## config.mk

```make
export PLATFORM = sky130hd
export DESIGN_NAME = bcrp_top
export DESIGN_NICKNAME = d
export VERILOG_FILES = /design/src/rtl/bcrp_pkg.sv /design/src/rtl/bcrp_sync.sv /design/src/rtl/bcrp_top.sv
export SDC_FILE = /design/constraint.sdc
export NUM_CORES = 1
export LEC_CHECK = 0
export BUFFER_PORTS_ARGS = -buffer_cell sky130_fd_sc_hd__buf_2
export CAP_MARGIN = 25
export CORE_UTILIZATION = 33
export DETAILED_ROUTE_END_ITERATION = 12
export PLACE_DENSITY_LB_ADDON = 0.1
export SLEW_MARGIN = 10
export SYNTH_ARGS = -nofsm -noshare
export SYNTH_HDL_FRONTEND = slang
export SYNTH_SLANG_ARGS = --single-unit
export TNS_END_PERCENT = 1
```

## constraint.sdc

```tcl
create_clock -name clk -period 4.4 [get_ports clk]
set_clock_uncertainty 0.15 [all_clocks]
set_input_delay 0.22 -clock clk [delete_from_list [all_inputs] [get_ports clk]]
set_output_delay 0.22 -clock clk [all_outputs]
set_load 0.03 [all_outputs]
```

## src/rtl/bcrp_pkg.sv

```systemverilog
// constants and types for the bus clock and reset pin block
`default_nettype none
package bcrp_pkg;
	// crystal ticks per bus phase clock cycle
	localparam int unsigned CRYSTAL_DRIVE_PIN_DIV = 4;
	// phase counter width
	localparam int unsigned PH_W = 2;
	// first quarter of the access (high) half
	localparam logic [PH_W-1:0] PH_HIGH_START = 2'h2;
	// bus cycles the pin is held low for an internal reset
	localparam logic [7:0] HOLD_CYCLES = 8'h10;
	// bus cycles allowed for the pin to rise after release
	localparam logic [7:0] RISE_CYCLES = 8'h04;
	// reset values
	localparam logic [PH_W-1:0] PH_RST = 2'h0;
	localparam logic [7:0] CNT_RST = 8'h00;

	// reset sequencer states
	typedef enum logic [1:0] {
		BCRP_RUN,
		BCRP_HOLD,
		BCRP_SAMPLE,
		BCRP_EXT
	} bcrp_state_t;
endpackage : bcrp_pkg
`default_nettype wire

```

## src/rtl/bcrp_sync.sv

```systemverilog
// two-flop synchroniser for pin inputs
`default_nettype none
module bcrp_sync
	import bcrp_pkg::*;
(
	// clock
	input wire logic clk,
	input wire logic rstn,
	input wire logic ce,
	// data
	input wire logic din,
	output logic dout
);
	typedef struct packed {
		logic s1;
		logic s2;
	} bcrp_sync_t;
	bcrp_sync_t r_q;
	bcrp_sync_t r_d;

	// shift chain, first stage read only by the second
	always_comb
	begin
		r_d = r_q;
		r_d.s1 = din;
		r_d.s2 = r_q.s1;
	end

	// register, idles high like the reset pin
	always_ff @(posedge clk)
	begin
		if (!rstn)
			r_q <= '{s1: 1'b1, s2: 1'b1};
		else if (ce)
			r_q <= r_d;
	end

	assign dout = r_q.s2;
endmodule : bcrp_sync
`default_nettype wire

```

## src/rtl/bcrp_top.sv

```systemverilog
// bus phase clock generator and bidirectional reset pin control
`default_nettype none
module bcrp_top
	import bcrp_pkg::*;
(
	// crystal-rate clock and system reset
	input wire logic clk,
	input wire logic rstn,
	input wire logic ce,
	// mode controls
	input wire logic synthSource,
	input wire logic fullHalt,
	input wire logic singleChip,
	input wire logic busClkDisable,
	// failure detectors
	input wire logic watchdogFail,
	input wire logic clockMonitorFail,
	// reset pin, open drain
	input wire logic resetPinIn,
	output logic resetPinOut,
	output logic resetPinOe,
	// bus phase clock pin
	output logic busClkOut,
	// status to the core
	output logic coreResetN,
	output logic resetInternal,
	output logic resetClassValid
);
	typedef struct packed {
		logic [PH_W-1:0] phase;
		bcrp_state_t state;
		logic [7:0] cnt;
		logic pinOe;
		logic pinData;
		logic busClk;
		logic coreRstN;
		logic intern;
		logic classValid;
	} bcrp_top_t;
	bcrp_top_t r_q;
	bcrp_top_t r_d;

	// advance a bus-cycle counter on a bus tick, hold it otherwise
	function automatic logic [7:0] count_up(
		input logic [7:0] cnt,
		input logic tick
	);
		return tick ? (cnt + 8'h01) : cnt;
	endfunction : count_up

	// true on the bus tick that closes a span of the given length
	function automatic logic span_done(
		input logic [7:0] cnt,
		input logic [7:0] span,
		input logic tick
	);
		return tick && (cnt == (span - 8'h01));
	endfunction : span_done

	// access half of a bus cycle covers the upper phase counts
	function automatic logic access_phase(
		input logic [PH_W-1:0] ph
	);
		return ph >= PH_HIGH_START;
	endfunction : access_phase

	logic pinSync;
	logic busTick;
	logic pinLow;
	logic failSeen;
	logic busClkGate;
	logic accessHalf;
	logic holdDone;
	logic riseDone;

	// reset pin enters another domain, synchronise it
	bcrp_sync bcrp_sync_i (
		.clk(clk),
		.rstn(rstn),
		.ce(ce),
		.din(resetPinIn),
		.dout(pinSync)
	);

	// one bus cycle completes when phase wraps, and not in full halt
	assign busTick = !fullHalt && (r_q.phase == PH_W'(CRYSTAL_DRIVE_PIN_DIV - 1));

	// synchronised pin held low from outside
	assign pinLow = !pinSync;

	// either detector asks for an internal reset
	assign failSeen = watchdogFail || clockMonitorFail;

	// pin toggles only on the crystal path, outside halt, when not switched off
	assign busClkGate = !fullHalt && !synthSource && !(singleChip && busClkDisable);

	// upper half of the current bus cycle drives the pin high
	assign accessHalf = access_phase(r_q.phase);

	// hold span and rise window both close on a bus tick
	assign holdDone = span_done(r_q.cnt, HOLD_CYCLES, busTick);
	assign riseDone = span_done(r_q.cnt, RISE_CYCLES, busTick);

	// next state
	always_comb
	begin
		r_d = r_q;
		// open-drain data line never drives high
		r_d.pinData = 1'b0;
		// quarter-rate phase counter, frozen in full halt
		if (!fullHalt)
			r_d.phase = r_q.phase + 2'h1;
		// synthesizer source or pin switched off: clock held low
		r_d.busClk = busClkGate && accessHalf;
		case (r_q.state)
			// running, watch the detectors and the pin
			BCRP_RUN:
			begin
				r_d.coreRstN = 1'b1;
				if (failSeen)
				begin
					r_d.state = BCRP_HOLD;
					r_d.pinOe = 1'b1;
					r_d.cnt = CNT_RST;
					r_d.coreRstN = 1'b0;
					r_d.classValid = 1'b0;
				end
				else if (pinLow)
				begin
					r_d.state = BCRP_EXT;
					r_d.coreRstN = 1'b0;
					r_d.classValid = 1'b0;
				end
			end

			// internal reset, pin pulled low for the hold span
			BCRP_HOLD:
			begin
				r_d.cnt = count_up(r_q.cnt, busTick);
				if (holdDone)
				begin
					r_d.pinOe = 1'b0;
					r_d.cnt = CNT_RST;
					r_d.state = BCRP_SAMPLE;
				end
			end

			// pin released, time its rise
			BCRP_SAMPLE:
			begin
				if (pinSync)
				begin
					r_d.intern = 1'b1;
					r_d.classValid = 1'b1;
					r_d.coreRstN = 1'b1;
					r_d.state = BCRP_RUN;
				end
				else
				begin
					r_d.cnt = count_up(r_q.cnt, busTick);
					if (riseDone)
					begin
						r_d.intern = 1'b0;
						r_d.state = BCRP_EXT;
					end
				end
			end

			// external or slow-rising reset
			BCRP_EXT:
			begin
				// stay in reset until the pin is released
				r_d.coreRstN = 1'b0;
				if (pinSync)
				begin
					r_d.intern = 1'b0;
					r_d.classValid = 1'b1;
					r_d.coreRstN = 1'b1;
					r_d.state = BCRP_RUN;
				end
			end

			// unknown code, fall back to running
			default:
			begin
				r_d.state = BCRP_RUN;
			end
		endcase
	end

	// state register
	always_ff @(posedge clk)
	begin
		// start-up values, then hold while the clock enable is low
		if (!rstn)
		begin
			r_q.phase <= PH_RST;
			r_q.state <= BCRP_RUN;
			r_q.cnt <= CNT_RST;
			r_q.pinOe <= 1'b0;
			r_q.pinData <= 1'b0;
			r_q.busClk <= 1'b0;
			r_q.coreRstN <= 1'b0;
			r_q.intern <= 1'b0;
			r_q.classValid <= 1'b0;
		end
		else if (ce)
			r_q <= r_d;
	end

	// open-drain pin data and enable, straight from flops
	assign resetPinOut = r_q.pinData;
	assign resetPinOe = r_q.pinOe;

	// bus phase clock
	assign busClkOut = r_q.busClk;

	// status to the core
	assign coreResetN = r_q.coreRstN;
	assign resetInternal = r_q.intern;
	assign resetClassValid = r_q.classValid;
endmodule : bcrp_top
`default_nettype wire

```

==> results of run 1 <==
## power by group through the flow
stage	clock, W	sequential [W]	combinational, W
after global placement	0	0.000190	0.0000896
after CTS	0.000130	0.000186	0.0000912
after detailed placement	0	0.000191	0.0000909
after global routing	0.000141	0.000188	0.0000992
after floorplan	0	0.000196	0.0000626
final	0.000127	0.000186	0.0000904
## stage by stage
step                instances  hold slack (ns)
floorplan                 147            0.132
global placement          198            0.284
detailed placement        198            0.299
CTS                       202           0.0293
global route              202           0.0240
finish                    202           0.0303
## cell families (layout without fill, tap and decap cells)
kind of cell	after synthesis	count (layout)	synth area share, %
adders and majority gates	8	8	8.14
other	1	1	0.305
AOI/OAI and AO/OA	36	36	22.5
xor gates and xnor gates	1	1	0.712
and+or+nand+nor	62	62	27.9
muxes	4	4	3.26
buffers and inverters	16	25	6.31
DFF	19	19	30.9
## layout make-up
type,instances,area (sq um),area share (%)
multi-input cells,112,772,57.1
flip-flops and latches,19,380,28.1
repair buffers,14,70.1,5.19
well taps,46,57.6,4.26
clock buffers,4,45.0,3.33
inverters,7,26.3,1.94
## worst min path at each step
stage                                            to  slack [ns]  cells past startpoint
finish              bcrp_sync_i.r_d[0]$_SDFFE_PN1P_        0.03                      3
global route          bcrp_sync_i.dout$_SDFFE_PN1P_        0.02                      2
CTS                   bcrp_sync_i.dout$_SDFFE_PN1P_        0.03                      2
detailed placement    bcrp_sync_i.dout$_SDFFE_PN1P_        0.30                      2
global placement    bcrp_sync_i.r_d[0]$_SDFFE_PN1P_        0.28                      3
floorplan             bcrp_sync_i.dout$_SDFFE_PN1P_        0.13                      1
## critical path, cell delays in order (launching register included)
cell                      delay, ns
sky130_fd_sc_hd__dfxtp_1       0.36
sky130_fd_sc_hd__inv_1         0.11
sky130_fd_sc_hd__ha_1          0.26
sky130_fd_sc_hd__or3b_2        0.27
sky130_fd_sc_hd__nand3_1       0.28
sky130_fd_sc_hd__or4_1         0.58
sky130_fd_sc_hd__a31oi_1       0.18
## layout by cell type (no fill, tap or decap), types with 2 or more instances in the layout
master | synthesis | routed
sky130_fd_sc_hd__nand3_1 | 9 | 9
sky130_fd_sc_hd__nor3_1 | 2 | 2
sky130_fd_sc_hd__inv_1 | 7 | 7
sky130_fd_sc_hd__nor2_1 | 8 | 8
sky130_fd_sc_hd__nor2b_1 | 3 | 3
sky130_fd_sc_hd__o311ai_0 | 2 | 2
sky130_fd_sc_hd__clkbuf_8 | 0 | 3
sky130_fd_sc_hd__mux2i_1 | 4 | 4
sky130_fd_sc_hd__nand4_1 | 3 | 3
sky130_fd_sc_hd__a21oi_1 | 9 | 9
sky130_fd_sc_hd__a31oi_1 | 5 | 5
sky130_fd_sc_hd__or4_1 | 5 | 5
sky130_fd_sc_hd__dfxtp_1 | 19 | 19
sky130_fd_sc_hd__nor3b_1 | 2 | 2
sky130_fd_sc_hd__and3_1 | 2 | 2
sky130_fd_sc_hd__buf_2 | 2 | 14
sky130_fd_sc_hd__ha_1 | 8 | 8
sky130_fd_sc_hd__o21ai_0 | 6 | 6
sky130_fd_sc_hd__nand2_1 | 16 | 16
sky130_fd_sc_hd__o41ai_1 | 2 | 2
## flip-flops by register name, summed over array words and instances (netlist names)
signal,cells
busClkOut,1
resetClassValid,1
resetPinOe,1
resetInternal,1
coreResetN,1
r_q,12
bcrp_sync_i.dout,1
bcrp_sync_i.r_d,1
## metal layers
metal  vias up  GRT usage [%]
met3         5           2.17
met1       517           21.1
met4         0           6.10
met5         -              0
met2        14           24.5
li1        562              -
==> run_results.csv, run 1 <==
group,metric,value,unit
sta,slew_headroom,63.2,%
power,leakage,0.506,nW
sta,final_max_slew_viol_count,0,
synth,ys_types,48,
power,seq_power_share,46.2,%
setup_path,r2r_end,"r_q[9]$_SDFFE_PN0P_",
floorplanning,fp.coreArea,3440,sq um
power,ir_drop,0.0000933,V
placed_design,cell_area_reported_after_detailed_placement,1310,sq um
route,antenna_violating_nets_post_route,0,
placed_design,dp_hpwl,2040,microns
synth,synthMostInstantiatedCell,"sky130_fd_sc_hd__dfxtp_1",
clock_network,post_cts_resized,0,
clock_network,cts.sinks,19,
clock_network,hold_buffers,0,
power,power,0.000404,W
layout,fill_cells,366,
layout,final_net_count,175,
layout,final_layout_size_suffix_gt1_share,16.0,%
synth,synth.avg_cell_area,8.37,sq um
sta,transition_at_the_pin_with_the_smallest_max_transition_slack,0.545,ns
synth,synthTopCellsByCount,"sky130_fd_sc_hd__dfxtp_1 (19), sky130_fd_sc_hd__nand2_1 (16), sky130_fd_sc_hd__a21oi_1 (9), sky130_fd_sc_hd__nand3_1 (9)",
synth,synth_edf_count,0,
sta,timing.final.crit_share,51.4,%
setup_path,timing.critical_path.arrival,2.29,ns
synth,post-synth-top-area-fraction,30.9,%
synth,async_flop_share,0,%
layout,design_area,1350,sq um
floorplanning,floorplan.die.height,63.1,microns
synth,syn-cell-area,1230,sq um
clock_network,clockBufferDepth,2,
setup_path,setup.worst_path.end_class,"flop",
route,wl_met2,1240,microns
route,routed_wirelength,2810,microns
placed_design,port_buffers,14,
clock_network,worst_setup_hold_path_clk_slew,0.08,ns
global_route,grt_start_max_net_pins,16,
setup_path,timing.critical_path.to,"r_q[9]$_SDFFE_PN0P_",
placed_design,gp_congestion,0.778,
clock_network,clock_tree.htree_level_count,1,
layout,finish.utilization,39.3,%
synth,synth_top_flop_cell,"sky130_fd_sc_hd__dfxtp_1",
sta,final_critical_path_setup_slack,2.14,ns
synth,synth.ff_latch_count,19,
synth,post-synth-top-area-cell,"sky130_fd_sc_hd__dfxtp_1",
worst_hold_path,hold_class,"input pin to flop",
setup_path,critPathLaunch,"r_q[14]$_SDFFE_PN0P_",
clock_network,cts-buffers-inserted,3,
layout,syn2layout_area_growth,9.87,%
layout,diodes,0,
route,routed-via-count,1098,
placed_design,place_ws,2.16,ns
clock_network,cts_tree,"done",
power,p_switching,0.000124,W
route,highest_layer,"met4",
setup_path,worstPathMaxFanout,10,
synth,synth-seq-area-share,30.9,%
setup_path,r2r.worst_path.cells,6,
route,drtPass1Iterations,4,
synth,mappedNetlistNets,165,
worst_hold_path,holdCritStartpoint,"resetPinIn",
global_route,vias_in_the_first_global_route,973,
route,vias_per_cell,5.44,
sta,rsz_0062_raised_after_global_routing,"false",
clock_network,clk-insertion-delay-late,0.26,ns
route,routed-wl-met3,59,microns
floorplanning,die_area,3980,sq um
power,combinationalPowerShare,22.4,%
setup_path,start_kind,"flop",
setup_path,cp_data_required_time,4.43,ns
sta,setup-tns-final,0,ns
setup_path,worst-setup-path-type,"flop to flop",
global_route,grt_overflow,0,
setup_path,rrSetupSlack,2.14,ns
route,m1WireLength,1470,microns
power,p_clk_share,31.4,%
synth,ys_warn_count,0,
sta,clock.fmax,442,MHz
sta,finalSetupViolations,0,
global_route,grt_pass1_wl,4840,microns
sta,timing.final.crit_period,2.26,ns
floorplanning,io_pins,16,
global_route,antenna_found_initial,0,
sta,timing_hold_violations_final,0,
status,run_status,"finished, final reports clean",
clock_network,cts_root_buffer_type,"sky130_fd_sc_hd__clkbuf_8",
route,dr.first_iter.drc_count,27,
floorplanning,core.rowCount,21,
global_route,tot_gr_track_use,15.5,%
floorplanning,starting_density_of_the_core,35.7,%
power,power_report.internal_total,0.000279,W
route,wl_per_cell,13.9,microns
floorplanning,die_x,63.1,microns
power,switching_share,30.8,%
clock_network,post_cts.repair.setup_buffers,0,
power,power.density,299,nW/um^2
flow_run,max_cap_violations,0,
synth,synth.top_cells.by_area,"sky130_fd_sc_hd__dfxtp_1 (31%), sky130_fd_sc_hd__ha_1 (8.1%), sky130_fd_sc_hd__nand2_1 (4.9%)",
route,drcViolationCount,0,
synth,synth_cells,147,
setup_path,rr_startpoint,"r_q[14]$_SDFFE_PN0P_",
Note: power is estimated with default switching activity, not from simulation.
==> inputs of run 2 (changes only) <==
==> constraint.sdc (replaced) <==
create_clock -name clk -period 2 [get_ports clk]
set_clock_uncertainty 0.15 [all_clocks]
set_input_delay 0.1 -clock clk [delete_from_list [all_inputs] [get_ports clk]]
set_output_delay 0.1 -clock clk [all_outputs]
set_load 0.03 [all_outputs]
==> run 2 against run 1 <==
Effect of this change: sequential power grew 120%; critical path depth unchanged; sequential share of layout area shrank 2.4 points; power up 130%; register-to-register slack got worse by 2.1 ns; via count rose by 4.6%; setup slack got worse by 2.1 ns.
==> run_results.csv, run 2 (same netlist as run 1, synthesis figures left out) <==
group,metric,value,unit
placed_design,port_buffers,14,
setup_path,worst-setup-path-type,"flop to flop",
global_route,antenna_found_initial,0,
floorplanning,core.rowCount,21,
clock_network,post_cts.repair.setup_buffers,0,
setup_path,setup.worst_path.end_class,"flop",
sta,slew_headroom,65.0,%
clock_network,cts-buffers-inserted,3,
route,vias_per_cell,5.34,
route,routed-via-count,1148,
sta,timing.final.crit_share,96.5,%
power,leakage,0.571,nW
clock_network,clock_tree.htree_level_count,1,
route,dr.first_iter.drc_count,17,
power,power.density,611,nW/um^2
sta,timing_hold_violations_final,0,
power,ir_drop,0.000319,V
sta,finalHoldWorstSlack,0.0347,ns
global_route,grt_start_max_net_pins,16,
setup_path,cp_data_required_time,2.02,ns
global_route,tot_gr_track_use,15.4,%
clock_network,worst_setup_hold_path_clk_slew,0.07,ns
layout,final_layout_size_suffix_gt1_share,26.6,%
floorplanning,die_area,3980,sq um
layout,number_of_flip_flops_under_the_largest_register_name,12,
layout,fill_cells,362,
clock_network,clockBufferDepth,2,
floorplanning,starting_density_of_the_core,35.7,%
placed_design,dp_hpwl,2200,microns
route,wl_per_cell,13.6,microns
sta,finalSetupViolations,0,
floorplanning,floorplan.die.height,63.1,microns
setup_path,crit_path_top_delay_cell,"sky130_fd_sc_hd__a311oi_1",
setup_path,cp_top_family,"compound AO/OA/AOI/OAI gates",
clock_network,clk-insertion-delay-late,0.26,ns
global_route,grt_pass1_wl,4910,microns
worst_hold_path,hold_class,"input pin to flop",
setup_path,start_kind,"flop",
floorplanning,io_pins,16,
sta,final_max_slew_viol_count,0,
global_route,vias_in_the_first_global_route,1080,
layout,layout.cells.most_common_list,"sky130_fd_sc_hd__nand2_1 (16), sky130_fd_sc_hd__dfxtp_1 (16), sky130_fd_sc_hd__buf_2 (14)",
status,run_status,"finished, final reports clean",
route,drtPass1Iterations,4,
global_route,grt_overflow,0,
setup_path,timing.critical_path.buf_inv,2,
clock_network,cts_root_buffer_type,"sky130_fd_sc_hd__clkbuf_8",
sta,clock.fmax,518,MHz
route,drcViolationCount,0,
floorplanning,die_x,63.1,microns
clock_network,cts.sinks,19,
setup_path,cell_chain_of_the_critical_path,"inv_1 -> ha_2 -> buf_4 -> a311oi_1 -> nand3_1 -> a221oi_2",
route,antenna_violating_nets_post_route,0,
layout,syn2layout_area_growth,22.3,%
sta,final_critical_path_setup_slack,0.0703,ns
setup_path,worstPathMaxFanout,4,
placed_design,gp_congestion,0.825,
sta,timing.final.crit_period,1.93,ns
sta,transition_at_the_pin_with_the_smallest_max_transition_slack,0.525,ns
floorplanning,fp.coreArea,3440,sq um
layout,register_with_the_most_flip_flops,"r_q",
layout,diodes,0,
setup_path,crit_path_max_incr_delay,0.40,ns
clock_network,cts_tree,"done",
route,routed_wirelength,2920,microns
setup_path,timing.critical_path.arrival,1.95,ns
placed_design,place_ws,-0.0423,ns
flow_run,max_cap_violations,0,
layout,final_net_count,188,
[run 2: changes by cell type in the layout (fill, tap and decap cells not counted), moves of 2 or more]
cell / before / now
sky130_fd_sc_hd__ha_2: 0 / 3
sky130_fd_sc_hd__dfxtp_1: 19 / 16
sky130_fd_sc_hd__dlygate4sd3_1: 0 / 2
sky130_fd_sc_hd__dfxtp_2: 0 / 2
sky130_fd_sc_hd__ha_1: 8 / 5
sky130_fd_sc_hd__buf_4: 0 / 11
[run 2: worst register-to-register path, cell delays in order (launching register included)]
cell                       delay, ns
sky130_fd_sc_hd__dfxtp_2        0.35
sky130_fd_sc_hd__inv_1          0.09
sky130_fd_sc_hd__ha_2           0.20
sky130_fd_sc_hd__buf_4          0.14
sky130_fd_sc_hd__a311oi_1       0.40
sky130_fd_sc_hd__nand3_1        0.21
sky130_fd_sc_hd__a221oi_2       0.30
[run 2: path summary, 6_finish.rpt]
path	from	endpoint	slack, ns	depth (start not counted)
setup / recovery	r_q[14]$_SDFFE_PN0P_	r_q[14]$_SDFFE_PN0P_	0.07	6
hold / removal	synthSource	busClkOut$_SDFFE_PN0P_	0.03	4
setup reg to reg	r_q[14]$_SDFFE_PN0P_	r_q[14]$_SDFFE_PN0P_	0.07	6
hold reg to reg	r_q[6]$_SDFFE_PN0P_	r_q[6]$_SDFFE_PN0P_	0.33	2
[run 2: what timing repair did]
item | CTS | global route
pin swaps | 0 | 3
hold buffers | 2 | 0
endpoints found under the setup margin | 4 | 11
gates resized for setup | 3 | 9
hold endpoints to repair | 4 | 0
[run 2: routing by layer]
metal | vias up | GRT usage, % | wire length (microns)
met2 | 21 | 26.3 | 1380
met4 | 0 | 3.20 | 40
met1 | 530 | 19.5 | 1390
met5 | - | 0 | 0
li1 | 590 | - | -
met3 | 7 | 3.80 | 107
[run 2: through the flow]
stage	std cells	total power [W]	utilization [%]	instance area, sq um	setup TNS [ns]
after floorplan	147	0.000570	-	1230	0
after global placement	209	0.000639	40.5	1390	0
after detailed placement	209	0.000644	40.5	1390	-0.121
after CTS	215	0.000929	42.9	1480	0
after global routing	215	0.000975	43.7	1500	-0.0197
final	215	0.000919	43.7	1500	0
[run 2: report_power, final]
group	internal, W	switching, W	leakage (nW)	total, W
combinational	0.000104	0.000132	0.392	0.000236
sequential	0.000397	0.0000155	0.156	0.000413
clock	0.000142	0.000128	0.0228	0.000270
[run 2: cell type report]
cell class	instances	area (sq um)	share of cell area [%]
multi-input combinational	112	816	54.2
sequential	19	387	25.7
timing repair buffer	27	173	11.5
tap	46	57.6	3.83
clock buffer	4	45.0	3.00
inverter	7	26.3	1.75
